File: config.mk
export PLATFORM = sky130hd
export DESIGN_NAME = iprc_route_ctrl
export DESIGN_NICKNAME = d
export VERILOG_FILES = /design/src/design/iprc_pkg.sv /design/src/design/iprc_din_mux.sv /design/src/design/iprc_route_ctrl.sv
export SDC_FILE = /design/constraint.sdc
export NUM_CORES = 1
export LEC_CHECK = 0
export BUFFER_PORTS_ARGS = -buffer_cell sky130_fd_sc_hd__buf_2
export CAP_MARGIN = 20
export CORE_MARGIN = 4
export CORE_UTILIZATION = 40
export CTS_CLUSTER_DIAMETER = 80
export DETAILED_ROUTE_END_ITERATION = 16
export PLACE_DENSITY_LB_ADDON = 0.2
export SYNTH_ARGS = -nofsm -noshare
export SYNTH_HDL_FRONTEND = slang
export SYNTH_SLANG_ARGS = --single-unit
File: constraint.sdc
create_clock -name ref_clk_i -period 2.2 [get_ports ref_clk_i]
set_input_delay 0.33 -clock ref_clk_i [delete_from_list [all_inputs] [get_ports ref_clk_i]]
set_output_delay 0.33 -clock ref_clk_i [all_outputs]
set_load 0.02 [all_outputs]
File: src/design/iprc_pkg.sv
// Package for the intra-processor route control block: microword field
// positions, route set-up register layout, read-select codes, dispatch address.
// Assumes a 48-bit microword presented for a whole microcycle, phases as enables.
//
// Behaviour
// - data output bus and data input bus are both 16 bits wide.
// - only the D register drives the output bus, continuously, no enable.
// - input bus reaches the datapath only through a scratchpad write.
// - route register holds 16 bits: low five select section, eleven control it.
// - route register loads at P3 when bus-begin, bus-box and route-load are one.
// - route register keeps its path for any number of transfers until reloaded or cleared by clear-flags.
// - no external bus cycle, section transfer or route load unless the bus-begin bit is one.
// - with bus-box set, bits 22 to 20 are route controls, not bus cycle controls.
// - next address bits 11:9 come from page register, loaded from return or word.
// - next address bits 8:0 are base OR branch-test bits; return uses return reg.
// - both call tests and return test load the return register through its mux.
// - forced dispatch overrides page and base with the fixed error address.
// - input bus mux has four inputs; select and enable come from route bits.
// - cleared route register asserts literal select, enabling mux on literal port.
// - mux enabled when not I/O, not inhibited, no transfer inhibit, and proc or literal.
// - read-select field from microword bits 39:38 picks the status source.
// - select 0 presents flags and float status low byte.
// - select 1 presents the processor status word with mode bits doubled.
// - select 2 presents zero, current microaddress, reserved flags, fetch flag.
// - select 3 presents the 16-bit microword literal.
// - external transfer inhibit disables every route-controlled input bus mux.
// - current microaddress loads at P3, holds the faulting address on dispatch.
package iprc_pkg;

  localparam int BUS_W  = 16;
  localparam int UW_W   = 48;
  localparam int UA_W   = 12;
  localparam int PAGE_W = 3;
  localparam int BASE_W = 9;

  // microword bus, route, sequencing and literal field positions
  localparam int UW_BUS_BEGIN    = 24;
  localparam int UW_BUS_BOX      = 23;
  localparam int UW_FLOAT_HW     = 22;
  localparam int UW_SECT_XFER    = 21;
  localparam int UW_ROUTE_LOAD   = 20;
  localparam int UW_PROC_SEL     = 36;
  localparam int UW_IO_SEL       = 46;
  localparam int UW_READ_HI      = 39;
  localparam int UW_READ_LO      = 38;
  localparam int UW_PAGE_HI      = 32;
  localparam int UW_PAGE_LO      = 30;
  localparam int UW_RET_PAGE_HI  = 46;
  localparam int UW_RET_PAGE_LO  = 44;
  localparam int UW_RET_ADDR_HI  = 41;
  localparam int UW_RET_ADDR_LO  = 33;
  localparam int UW_JUMP_HI      = 8;
  localparam int UW_JUMP_LO      = 0;
  localparam int UW_LIT_A_HI     = 47;
  localparam int UW_LIT_A_LO     = 44;
  localparam int UW_LIT_B_HI     = 41;
  localparam int UW_LIT_B_LO     = 30;

  // route set-up register layout
  localparam int RT_PROC_SEL = 0;
  localparam int RT_IO_SEL   = 1;
  localparam int RT_READ_LO  = 5;
  localparam int RT_READ_HI  = 6;
  localparam logic [BUS_W-1:0] RT_RESET = 16'h0000;

  // D register bits that feed the return register
  localparam int D_RET_HI = 14;
  localparam int D_RET_LO = 3;

  typedef enum logic [1:0] {
    IPRC_RD_FLAGS   = 2'h0,
    IPRC_RD_STATUS  = 2'h1,
    IPRC_RD_UADDR   = 2'h2,
    IPRC_RD_LITERAL = 2'h3
  } iprc_read_t;

  // fixed error-service entry, value chosen here
  localparam logic [PAGE_W-1:0] JAM_PAGE = 3'h0;
  localparam logic [BASE_W-1:0] JAM_BASE = 9'h001;

  localparam logic [UA_W-1:0]  UA_RESET  = 12'h000;
  localparam logic [BUS_W-1:0] BUS_ZERO  = 16'h0000;

endpackage : iprc_pkg

File: src/design/iprc_din_mux.sv
// Four-input selector for the processor control input bus.
// Assumes the caller registers the result and applies the enable.
module iprc_din_mux
  import iprc_pkg::*;
(
  // selection
  input  wire iprc_pkg::iprc_read_t sel_i,
  // status sources
  input  wire logic [7:0]           flags_i,
  input  wire logic [7:0]           float_status_low_i,
  input  wire logic [BUS_W-1:0]     processor_status_word_i,
  input  wire logic [UA_W-1:0]      current_microaddress_i,
  input  wire logic [2:1]           extra_reserved_flags_i,
  input  wire logic                 overlap_fetch_flag_i,
  input  wire logic [BUS_W-1:0]     microword_literal_i,
  // result
  output logic      [BUS_W-1:0]     data_o
);
  always_comb
  begin
    unique case (sel_i)
      IPRC_RD_FLAGS:
        data_o = {flags_i[3], flags_i[7:4], flags_i[2:0], float_status_low_i};
      IPRC_RD_STATUS:
        data_o = {{2{processor_status_word_i[15]}}, {2{processor_status_word_i[13]}},
                  4'h0, processor_status_word_i[7:0]};
      IPRC_RD_UADDR:
        data_o = {1'b0, current_microaddress_i, extra_reserved_flags_i, overlap_fetch_flag_i};
      IPRC_RD_LITERAL:
        data_o = microword_literal_i;
    endcase
  end
endmodule // iprc_din_mux

File: src/design/iprc_route_ctrl.sv
// Route control and next-microaddress formation of the processor control section.
// Assumes phase_p3_i is a one-cycle enable from the microcycle phase divider on
// ref_clk_i, and that microword and branch inputs are stable through the cycle.
module iprc_route_ctrl
  import iprc_pkg::*;
(
  // clock and system clear
  input  wire logic                 ref_clk_i,
  input  wire logic                 rst_i,
  // microcycle phase enable
  input  wire logic                 phase_p3_i,
  // microword
  input  wire logic [UW_W-1:0]      microword_i,
  // branch tests
  input  wire logic [BASE_W-1:0]    branch_test_bits_i,
  input  wire logic                 call_from_d_branch_i,
  input  wire logic                 call_from_word_branch_i,
  input  wire logic                 return_branch_i,
  input  wire logic                 clear_flags_branch_i,
  input  wire logic                 forced_dispatch_i,
  // datapath D register
  input  wire logic                 d_load_i,
  input  wire logic [BUS_W-1:0]     d_data_i,
  // input bus control
  input  wire logic                 route_load_inhibit_i,
  input  wire logic                 external_transfer_inhibit_i,
  input  wire logic [BUS_W-1:0]     din_bus_i,
  input  wire logic                 scratchpad_write_i,
  // status sources
  input  wire logic [7:0]           flags_i,
  input  wire logic [7:0]           float_status_low_i,
  input  wire logic [BUS_W-1:0]     processor_status_word_i,
  input  wire logic [2:1]           extra_reserved_flags_i,
  input  wire logic                 overlap_fetch_flag_i,
  // output bus
  output logic      [BUS_W-1:0]     dout_o,
  // input bus drive
  output logic      [BUS_W-1:0]     din_o,
  output logic                      din_oe_o,
  // scratchpad input mux
  output logic      [BUS_W-1:0]     scratchpad_data_o,
  output logic                      scratchpad_we_o,
  // route state
  output logic      [BUS_W-1:0]     route_setup_reg_o,
  output logic                      literal_select_o,
  output logic                      section_transfer_o,
  output logic                      ext_bus_cycle_o,
  output logic      [2:0]           ext_bus_ctl_o,
  // sequencing
  output logic      [UA_W-1:0]      next_microaddress_o,
  output logic      [UA_W-1:0]      current_microaddress_o,
  output logic      [UA_W-1:0]      return_addr_o
);

  typedef struct packed {
    logic [BUS_W-1:0]  d_reg;
    logic [BUS_W-1:0]  route;
    logic              lit_sel;
    logic [BUS_W-1:0]  din;
    logic              din_oe;
    logic [BUS_W-1:0]  sp_data;
    logic              sp_we;
    logic              sect_xfer;
    logic              ext_cycle;
    logic [2:0]        ext_ctl;
    logic [PAGE_W-1:0] page;
    logic [BASE_W-1:0] base;
    logic [UA_W-1:0]   next_microaddress;
    logic [UA_W-1:0]   current_microaddress;
    logic              cua_hold;
    logic [UA_W-1:0]   ret;
  } iprc_state_t;

  iprc_state_t st;
  iprc_state_t next_st;

  // route register image: word bits scattered across fields gather here
  function automatic logic [BUS_W-1:0] route_image(input logic [UW_W-1:0] mw);
    route_image = {mw[47], mw[45:40], mw[33:32], mw[UW_READ_HI:UW_READ_LO],
                   mw[37], mw[35], mw[34], mw[UW_IO_SEL], mw[UW_PROC_SEL]};
  endfunction

  function automatic logic [BUS_W-1:0] literal_of(input logic [UW_W-1:0] mw);
    literal_of = {mw[UW_LIT_A_HI:UW_LIT_A_LO], mw[UW_LIT_B_HI:UW_LIT_B_LO]};
  endfunction

  logic              bus_begin_bit;
  logic              bus_box_bit;
  logic              route_load_bit;
  logic              section_transfer_bit;
  logic              route_load;
  logic              mux_enable;
  iprc_read_t        read_sel;
  logic [BUS_W-1:0]  mux_data;
  logic [PAGE_W-1:0] page_sel;
  logic [BASE_W-1:0] base_sel;

  assign bus_begin_bit        = microword_i[UW_BUS_BEGIN];
  assign bus_box_bit          = microword_i[UW_BUS_BOX];
  assign route_load_bit       = microword_i[UW_ROUTE_LOAD];
  assign section_transfer_bit = microword_i[UW_SECT_XFER];

  // bit 22 is the float hardware's; microcode keeps it low on route cycles
  assign route_load = bus_begin_bit & bus_box_bit & route_load_bit;

  // enable needs a proc or literal source and no competing driver
  assign mux_enable = ~st.route[RT_IO_SEL] & ~route_load_inhibit_i
                    & (st.route[RT_PROC_SEL] | st.lit_sel)
                    & ~external_transfer_inhibit_i;

  // cleared register forces the literal port
  assign read_sel = st.lit_sel ? IPRC_RD_LITERAL
                  : iprc_read_t'(st.route[RT_READ_HI:RT_READ_LO]);

  iprc_din_mux u_din_mux (
    .sel_i                   (read_sel),
    .flags_i                 (flags_i),
    .float_status_low_i      (float_status_low_i),
    .processor_status_word_i (processor_status_word_i),
    .current_microaddress_i  (st.current_microaddress),
    .extra_reserved_flags_i  (extra_reserved_flags_i),
    .overlap_fetch_flag_i    (overlap_fetch_flag_i),
    .microword_literal_i     (literal_of(microword_i)),
    .data_o                  (mux_data)
  );

  // base from the word, page held unless a call takes it from the word; return register on a return
  always_comb
  begin
    page_sel = st.page;
    base_sel = microword_i[UW_JUMP_HI:UW_JUMP_LO];
    if (return_branch_i)
    begin
      page_sel = st.ret[UA_W-1:BASE_W];
      base_sel = st.ret[BASE_W-1:0];
    end
    else if (call_from_d_branch_i || call_from_word_branch_i)
    begin
      page_sel = microword_i[UW_PAGE_HI:UW_PAGE_LO];
    end
    if (forced_dispatch_i)
    begin
      page_sel = JAM_PAGE;
      base_sel = JAM_BASE;
    end
  end

  always_comb
  begin
    next_st = st;

    // D register drives the output bus with no enable
    if (d_load_i)
    begin
      next_st.d_reg = d_data_i;
    end

    // pulses default low
    next_st.sp_we     = 1'b0;
    next_st.sect_xfer = 1'b0;
    next_st.ext_cycle = 1'b0;

    // input bus drive follows route state each cycle
    next_st.din_oe = mux_enable;
    next_st.din    = mux_enable ? mux_data : BUS_ZERO;

    // input bus data only enters via the scratchpad input mux on a write
    if (scratchpad_write_i)
    begin
      next_st.sp_we   = 1'b1;
      next_st.sp_data = din_bus_i;
    end

    if (phase_p3_i)
    begin
      // path persists until the next load or a clear-flags branch
      if (route_load)
      begin
        next_st.route   = route_image(microword_i);
        next_st.lit_sel = 1'b0;
      end
      else if (clear_flags_branch_i)
      begin
        next_st.route   = RT_RESET;
        next_st.lit_sel = 1'b1;
      end

      // bus-box chooses between route and external bus meaning
      if (bus_begin_bit)
      begin
        if (bus_box_bit)
        begin
          next_st.sect_xfer = section_transfer_bit;
        end
        else
        begin
          next_st.ext_cycle = 1'b1;
          next_st.ext_ctl   = microword_i[UW_FLOAT_HW:UW_ROUTE_LOAD];
        end
      end

      // return register through its mux
      if (call_from_word_branch_i)
      begin
        next_st.ret = {microword_i[UW_RET_PAGE_HI:UW_RET_PAGE_LO],
                       microword_i[UW_RET_ADDR_HI:UW_RET_ADDR_LO]};
      end
      else if (call_from_d_branch_i || return_branch_i)
      begin
        next_st.ret = st.d_reg[D_RET_HI:D_RET_LO];
      end

      next_st.page = page_sel;
      next_st.base = base_sel;
      next_st.next_microaddress  = {page_sel, base_sel | branch_test_bits_i};

      // tracking halts at the faulting instruction; clear-flags resumes it
      if (forced_dispatch_i)
      begin
        next_st.cua_hold = 1'b1;
      end
      else if (clear_flags_branch_i)
      begin
        next_st.cua_hold = 1'b0;
      end
      if (!st.cua_hold && !forced_dispatch_i)
      begin
        next_st.current_microaddress = st.next_microaddress;
      end
    end
  end

  always_ff @(posedge ref_clk_i)
  begin
    if (rst_i)
    begin
      st          <= '0;
      st.route    <= RT_RESET;
      st.lit_sel  <= 1'b1;
      st.next_microaddress      <= UA_RESET;
      st.current_microaddress      <= UA_RESET;
      st.ret      <= UA_RESET;
    end
    else
    begin
      st <= next_st;
    end
  end

  // all outputs straight from the state register
  assign dout_o                 = st.d_reg;
  assign din_o                  = st.din;
  assign din_oe_o               = st.din_oe;
  assign scratchpad_data_o      = st.sp_data;
  assign scratchpad_we_o        = st.sp_we;
  assign route_setup_reg_o      = st.route;
  assign literal_select_o       = st.lit_sel;
  assign section_transfer_o     = st.sect_xfer;
  assign ext_bus_cycle_o        = st.ext_cycle;
  assign ext_bus_ctl_o          = st.ext_ctl;
  assign next_microaddress_o    = st.next_microaddress;
  assign current_microaddress_o = st.current_microaddress;
  assign return_addr_o          = st.ret;

endmodule // iprc_route_ctrl

==> results.json, run 1 <==
{
  "synth_compound_area_share_pct": 13.9,
  "synth_top_family_by_area": "buffers and inverters",
  "finalNetCount": 763,
  "placed_cell_area_mm2": 0.00551,
  "antenna_found_initial": 2,
  "drt_iter0_drc": 163,
  "drt-total-wl_um": 14100,
  "yosysSeqAreaShare_pct": 42.9,
  "die_area_mm2": 0.0146,
  "synth_edf_count": 0,
  "clock_sinks": 109,
  "synthAdderAreaFrac_pct": 0,
  "critPathCaptureType": "flip-flop",
  "area_delta_synth_final_pct": 15.1,
  "drt-vias-per-instance": 4.89,
  "routedWlPerCell_um": 17.6,
  "syn-num-nets": 657,
  "worstPathArrival_ns": 1.82,
  "yosysUniqueCellTypes": 42,
  "grt_usage_pct": 19.0,
  "firstDrtPassIters": 5,
  "drv_slew": 0,
  "first_global_vias": 3861,
  "avgSynthCellArea_um2": 9.76,
  "skew_ns": 0.00594,
  "async_flop_share_pct": 0,
  "final_area_mm2": 0.00585,
  "syn_inst": 521,
  "drtAntennaViolNets": 0,
  "cts.clk_slew.worst_paths_ns": 0.07,
  "min_period_over_period_pct": 74.4,
  "slew_headroom_pct": 48.1,
  "syn_area_mm2": 0.00508,
  "start_kind": "flip-flop",
  "rsz0062_at_grt": "false",
  "finalHoldViolations": 0,
  "post_cts.repair.setup_buffers": 0,
  "setup-violations-final": 0,
  "routabilityCongestion": 0.835,
  "clock_latency_ns": 0.34,
  "grt-ovfl-total": 0,
  "grt_max_degree": 48,
  "postCtsResizedCells": 0,
  "synthSimpleGateAreaFrac_pct": 8.79,
  "power_leakage_nw": 2.89,
  "via_count": 3917,
  "ys.flop_type": "dfxtp_1",
  "die_w_um": 121,
  "power_density_mw_per_mm2": 780,
  "crit_type": "reg2reg",
  "critical_path.max_fanout": 14,
  "coreArea_mm2": 0.0122,
  "worst_pin_slew_ns": 0.778,
  "synth-xor-area-share_pct": 0,
  "cts_root_buf": "clkbuf_16",
  "grt_pass1_wl_um": 21400,
  "cp.required_ns": 2.39,
  "maxCapViolations": 0,
  "layout-drive-gt1-share_pct": 42.1,
  "peakVddDrop_uv": 469,
  "fin_crit_ns": 1.64,
  "synth_warnings": 0,
  "fmax_mhz": 611,
  "port_buffers": 221,
  "die_h_um": 121,
  "htree_num_levels": 3,
  "dp_hpwl_um": 11200,
  "synthMuxAreaShare_pct": 14.9,
  "hold_class": "in2reg",
  "start_util_pct": 41.6,
  "outcome": "finished, final reports clean",
  "ys_ff_latch": 109,
  "clockBufferDepth": 2,
  "cts_hold_buf": 0,
  "route.detailed.drc": 0,
  "cts_tree": "yes",
  "numCtsBuffers": 9,
  "ioPinCount": 244,
  "rows": 40,
  "setup_tns_ns": 0
}
[layout by cell type, fill, tap and decap left out, types with 2 or more instances in the layout]
cell and n:
bufinv_16 2, o22ai_1 18, buf_4 10, clkinv_4 2, mux2_2 12, nand2b_1 2, a21oi_1 10, nor2_1 79
buf_2 221, a22oi_1 8, dfxtp_1 109, a211oi_1 29, inv_1 7, clkbuf_16 9, mux2i_1 62, o31a_1 2
nand2_1 2, clkbuf_8 2, nor2b_1 5, o32ai_1 3, a22o_1 16
[cell type report]
| cell class | count | area (um2) |
|---|---|---|
| fillers | 1230 | 6360 |
| flip-flops and latches | 109 | 2180 |
| multi-input cells | 268 | 1910 |
| repair buffers | 231 | 1180 |
| clock buffers | 11 | 253 |
| well taps | 168 | 210 |
| clock inverters | 5 | 82.6 |
| inverters | 8 | 30.0 |
| diodes | 1 | 2.50 |
[sequential cells by signal, indices dropped and copies added (netlist names)]
name,count
dout_o,16
din_oe_o,1
din_o,16
current_microaddress_o,12
next_microaddress_o,9
section_transfer_o,1
scratchpad_data_o,16
ext_bus_ctl_o,3
scratchpad_we_o,1
literal_select_o,1
route_setup_reg_o,16
ext_bus_cycle_o,1
return_addr_o,12
st,4
[kinds of logic after synthesis]
family          Yosys count
compound gates           95
buf+inv                 144
flops                   109
mux                      74
simple gates             99
[Yosys cell counts (2+ instances only)]
library cell | number | area, um2
nor2b_1 | 5 | 31.3
o32ai_1 | 3 | 26.3
buf_1 | 5 | 18.8
o31a_1 | 2 | 17.5
nor2_1 | 79 | 297
nand2b_1 | 2 | 12.5
inv_1 | 7 | 26.3
mux2i_1 | 62 | 621
a21oi_1 | 10 | 50.1
a22o_1 | 16 | 140
o22ai_1 | 18 | 113
a211oi_1 | 29 | 218
a22oi_1 | 8 | 60.1
clkbuf_1 | 5 | 18.8
buf_4 | 109 | 818
mux2_2 | 12 | 135
nand2_1 | 2 | 7.51
dfxtp_1 | 109 | 2180
buf_6 | 3 | 33.8
buf_2 | 13 | 65.1
[metrics by stage]
step	setup WS (ns)	hold WS, ns	power [mW]	util, %	cells
2_1_floorplan	0.840	0.450	2.66	-	521
3_5_place_dp	0.603	0.461	2.83	45.2	784
6_report	0.564	0.198	4.56	47.9	801
4_1_cts	0.580	0.179	4.63	47.9	800
3_3_place_gp	0.670	0.458	2.81	45.2	784
5_1_grt	0.416	0.203	4.76	47.9	801
[critical path, cell delays in order, from the launching register on]
cell,delay [ns]
dfxtp_1,0.47
or3_1,0.57
o22ai_1,0.33
a211oi_1,0.10
[report_power, final]
group	switching, mW	leakage, nW	internal, mW	total, mW
combinational	0.372	1.83	0.268	0.640
clock	0.725	0.166	1.06	1.79
sequential	0.0696	0.893	2.06	2.13
[worst paths after layout]
check	start	to	slack (ns)	depth (start not counted)
worst max-delay path	route_setup_reg_o[6]	din_o[7]	0.56	3
worst min register to register	route_setup_reg_o[10]	route_setup_reg_o[10]	0.48	1
worst max register to register	route_setup_reg_o[6]	din_o[7]	0.56	3
worst min-delay path	microword_i[42]	route_setup_reg_o[11]	0.20	2
[routing by layer]
metal	GRT usage, %	vias to the layer above	part of all wire [%]
met5	0	-	0.050
met4	5.45	2	1.3
met2	32.7	168	49
li1	-	1931	-
met1	22.4	1800	41
met3	6.50	16	8.9
(Power assumes the default switching activity.)
==> run 2, diff against run 1 <==
Clock period 2.2 ns to 1.31 ns, I/O delays scaled along.
==> results.json, run 2 (same netlist as run 1, synthesis figures left out) <==
{
  "fin_crit_ns": 1.28,
  "worstPathCellList": "buf_8 -> buf_4 -> buf_6",
  "final_common_cell": "buf_2",
  "layout-drive-gt1-share_pct": 45.3,
  "pwr-share-comb_pct": 16.0,
  "grt_pass1_wl_um": 21600,
  "rsz0062_at_grt": "true",
  "min_period_over_period_pct": 97.4,
  "swShare_pct": 26.7,
  "ioPinCount": 244,
  "critPathCaptureType": "output port",
  "layout_common_cells": "220 x buf_2, 106 x dfxtp_1, 79 x nor2_1",
  "clkPwrFrac_pct": 34.7,
  "slowest_stage": "dfxtp_4",
  "rows": 40,
  "routabilityCongestion": 0.847,
  "grt_max_degree": 41,
  "skew_ns": 0.00880,
  "via_count": 4011,
  "drv_slew": 0,
  "clock_sinks": 109,
  "peakVddDrop_uv": 557,
  "cts.clk_slew.worst_paths_ns": 0.07,
  "firstDrtPassIters": 4,
  "hold_class": "in2reg",
  "setup_ws_ns": 0.0337,
  "drt-vias-per-instance": 4.87,
  "start_util_pct": 41.6,
  "drtAntennaViolNets": 0,
  "worstPathArrival_ns": 1.08,
  "cts_hold_buf": 0,
  "numPlacedInstances": 804,
  "slowest_delay_ns": 0.35,
  "coreArea_mm2": 0.0122,
  "grt-ovfl-total": 0,
  "first_global_vias": 3987,
  "clockBufferDepth": 2,
  "route.detailed.drc": 0,
  "worst_pin_slew_ns": 0.716,
  "die_area_mm2": 0.0146,
  "port_buffers": 221,
  "seq_power_share_pct": 49.3,
  "maxCapViolations": 0,
  "dp_hpwl_um": 11600,
  "fin_total_pwr_mw": 7.24,
  "die_h_um": 121,
  "grt_usage_pct": 19.4,
  "area_delta_synth_final_pct": 18.9,
  "htree_num_levels": 3,
  "numCtsBuffers": 9,
  "critical_path.max_fanout": 5,
  "fill_cells": 1184,
  "start_kind": "flip-flop",
  "crit_type": "reg2out",
  "power_density_mw_per_mm2": 1200,
  "die_w_um": 121,
  "setup-violations-final": 0,
  "cts_root_buf": "clkbuf_16",
  "finalHoldViolations": 0,
  "power_leakage_nw": 2.99,
  "final_area_mm2": 0.00604,
  "instances_no_fill": 824,
  "clock_latency_ns": 0.35,
  "drt-total-wl_um": 14400,
  "outcome": "finished, final reports clean",
  "p_int_mw": 5.30,
  "finalNetCount": 787,
  "cp.required_ns": 1.11,
  "placed_cell_area_mm2": 0.00568,
  "n_antenna_cell": 0,
  "routedWlPerCell_um": 17.5,
  "post-route-util_pct": 49.5,
  "dpl_worst_slack_ns": -0.121,
  "slew_headroom_pct": 52.2,
  "cts_tree": "yes",
  "drt_iter0_drc": 144,
  "p_sw_mw": 1.93,
  "antenna_found_initial": 1,
  "fmax_mhz": 784
}
run 2: cell types whose count changed in the layout (fill, tap and decap cells not counted), moves of 2 or more:
cell        before  now
a211oi_1        29   25
clkbuf_1         0    2
clkinv_4         2    0
a211oi_2         0    4
bufinv_16        2    0
dfxtp_1        109  106
dfxtp_2          0    2
clkinvlp_4       0    2
buf_4           10   31
run 2: worst max-delay path, delay by kind of cell, from the launching register on:
family / cells / cell delay, ns
flip-flops: 1 / 0.35
buffers and inverters: 3 / 0.37
run 2: per-layer routing:
metal,vias to the layer above,global-route usage (%),share of wire (%)
li1,1978,-,-
met1,1844,22.6,42
met2,167,33.4,49
met3,20,5.19,7.4
met4,2,8.14,1.9
met5,-,0,0.048
run 2: final cells by class:
cell class / instances / area [um2] / share of cell area, %
clock buffers: 12 / 246 / 4.08
clock inverters: 4 / 25.0 / 0.414
inverters: 8 / 30.0 / 0.497
multi-input cells: 268 / 1940 / 32.1
flip-flops and latches: 109 / 2190 / 36.2
well taps: 168 / 210 / 3.48
repair buffers: 255 / 1410 / 23.2
run 2: power groups by stage:
stage / Clock (mW) / Combinational, mW / Sequential [mW]
after global placement: 0 / 1.13 / 3.64
after detailed placement: 0 / 1.15 / 3.65
final: 2.51 / 1.16 / 3.57
after global routing: 2.74 / 1.26 / 3.59
after CTS: 2.61 / 1.16 / 3.57
after floorplan: 0 / 0.851 / 3.62
run 2: path summary, 6_finish.rpt:
path,slack [ns],depth (start not counted),startpoint,end
max,0.03,3,literal_select_o,literal_select_o
min,0.06,2,microword_i[43],route_setup_reg_o[12]
max reg2reg,0.06,5,literal_select_o,din_o[6]
min reg2reg,0.48,1,route_setup_reg_o[12],route_setup_reg_o[12]
run 2: stage by stage:
| stage | setup TNS (ns) | hold slack (ns) |
|---|---|---|
| after floorplan | -0.00192 | 0.322 |
| after global placement | -1.53 | 0.410 |
| after detailed placement | -1.94 | 0.413 |
| after CTS | -0.0224 | 0.0466 |
| after global routing | -0.0150 | 0.0573 |
| final | 0 | 0.0625 |
run 2: repair_timing:
item                       CTS  global route
buffers inserted             0             3
pin swaps                    0             1
gates cloned                 0             1
resized for setup            4             9
setup endpoints to repair    5            12
==> run 3, diff against run 2 <==
Settings changed: CORE_MARGIN 4 to default.
==> results.json, run 3 (same netlist as run 1, synthesis figures left out) <==
{
  "routedWlPerCell_um": 16.4,
  "placed_cell_area_mm2": 0.00564,
  "drt-total-wl_um": 13300,
  "antenna_found_initial": 1,
  "layout_common_cells": "219 x buf_2, 106 x dfxtp_1, 79 x nor2_1",
  "final_area_mm2": 0.00604,
  "via_count": 3982,
  "start_util_pct": 41.6,
  "slew_headroom_pct": 52.8,
  "skew_ns": 0.00784,
  "critical_path.max_fanout": 10,
  "cts.clk_slew.worst_paths_ns": 0.08,
  "rows": 40,
  "maxCapViolations": 0,
  "first_global_vias": 3701,
  "slowest_stage": "or3_4",
  "min_period_over_period_pct": 99.0,
  "fill_cells": 1215,
  "htree_num_levels": 3,
  "grt-ovfl-total": 0,
  "final_common_cell": "buf_2",
  "clockBufferDepth": 2,
  "peakVddDrop_uv": 897,
  "n_antenna_cell": 0,
  "route.detailed.drc": 0,
  "cts_hold_buf": 0,
  "die_w_um": 115,
  "finalNetCount": 777,
  "worst_pin_slew_ns": 0.707,
  "die_h_um": 115,
  "numCtsBuffers": 9,
  "post-route-util_pct": 49.5,
  "finalHoldViolations": 0,
  "layout-drive-gt1-share_pct": 44.9,
  "worstPathCellList": "or3_4 -> o22ai_1 -> a211oi_4",
  "slowest_delay_ns": 0.43,
  "outcome": "finished, final reports clean",
  "firstDrtPassIters": 4,
  "drt_iter0_drc": 172,
  "hold_class": "in2reg",
  "grt_max_degree": 60,
  "drtAntennaViolNets": 0,
  "setup-violations-final": 0,
  "fin_hold_ws_ns": 0.0563,
  "die_area_mm2": 0.0132,
  "dp_hpwl_um": 10300,
  "routabilityCongestion": 0.804,
  "power_density_mw_per_mm2": 1310,
  "worstPathArrival_ns": 1.52,
  "start_kind": "flip-flop",
  "clock_latency_ns": 0.35,
  "ioPinCount": 244,
  "grt_pass1_wl_um": 19500,
  "crit_type": "reg2reg",
  "grt_usage_pct": 19.9,
  "setup_tns_ns": 0,
  "port_buffers": 221,
  "drv_slew": 0,
  "cp.required_ns": 1.54,
  "cts_root_buf": "clkbuf_16",
  "fmax_mhz": 771,
  "area_delta_synth_final_pct": 18.9,
  "clock_sinks": 109,
  "drt-vias-per-instance": 4.89,
  "critPathCaptureType": "flip-flop",
  "cts_tree": "yes",
  "fin_crit_ns": 1.30,
  "power_leakage_nw": 2.97,
  "coreArea_mm2": 0.0122
}
[run 3: cell types whose count changed in the layout (fill, tap and decap cells not counted), moves of 2 or more]
cell,delta
a211oi_1,+2
a211oi_2,-3
bufinv_16,+3
clkbuf_1,-2
clkinv_2,-2
buf_4,-7
[run 3: cell type report]
type,count,area (um2),share of cell area (%)
clock buffers,10,239,3.96
clock inverters,6,118,1.95
inverters,8,30.0,0.497
multi-input cells,268,1950,32.2
flip-flops and latches,109,2190,36.2
well taps,168,210,3.48
repair buffers,245,1310,21.6
[run 3: worst max-delay path: cells and delay by family (launching register included)]
kind            cells  cell delay [ns]
flops               1             0.38
compound gates      2             0.37
simple gates        1             0.43
[run 3: what timing repair did]
action | in CTS | in global routing
setup endpoints to repair | 22 | 13
cloned | 0 | 0
pin swaps | 0 | 1
buffers inserted | 0 | 0
resized for setup | 6 | 8
[run 3: metal layers]
| layer | track usage [%] | up-vias | part of all wire [%] |
|---|---|---|---|
| li1 | - | 1948 | - |
| met1 | 23.3 | 1854 | 42 |
| met2 | 34.8 | 167 | 50 |
| met3 | 5.93 | 13 | 6.7 |
| met4 | 6.58 | 0 | 1.3 |
| met5 | 0 | - | 0 |
[run 3: path summary, 6_finish.rpt]
| path | start | end | slack (ns) | depth (start not counted) |
|---|---|---|---|---|
| min | microword_i[42] | route_setup_reg_o[11] | 0.06 | 2 |
| min reg2reg | route_setup_reg_o[3] | route_setup_reg_o[3] | 0.48 | 1 |
| max reg2reg | literal_select_o | din_o[1] | 0.01 | 3 |
| max | literal_select_o | din_o[1] | 0.01 | 3 |
[run 3: through the flow]
stage               total power, mW  cells  setup slack, ns
finish                         7.90    814           0.0131
floorplan                      4.47    521         -0.00192
global placement               4.75    798           -0.429
CTS                            7.98    814          0.00419
global route                   8.21    814          -0.0151
detailed placement             4.77    798           -0.496
[run 3: where the power goes]
group          internal (mW)  switching [mW]
logic                  0.480           0.638
clock network           1.94            1.27
registers               3.47           0.111
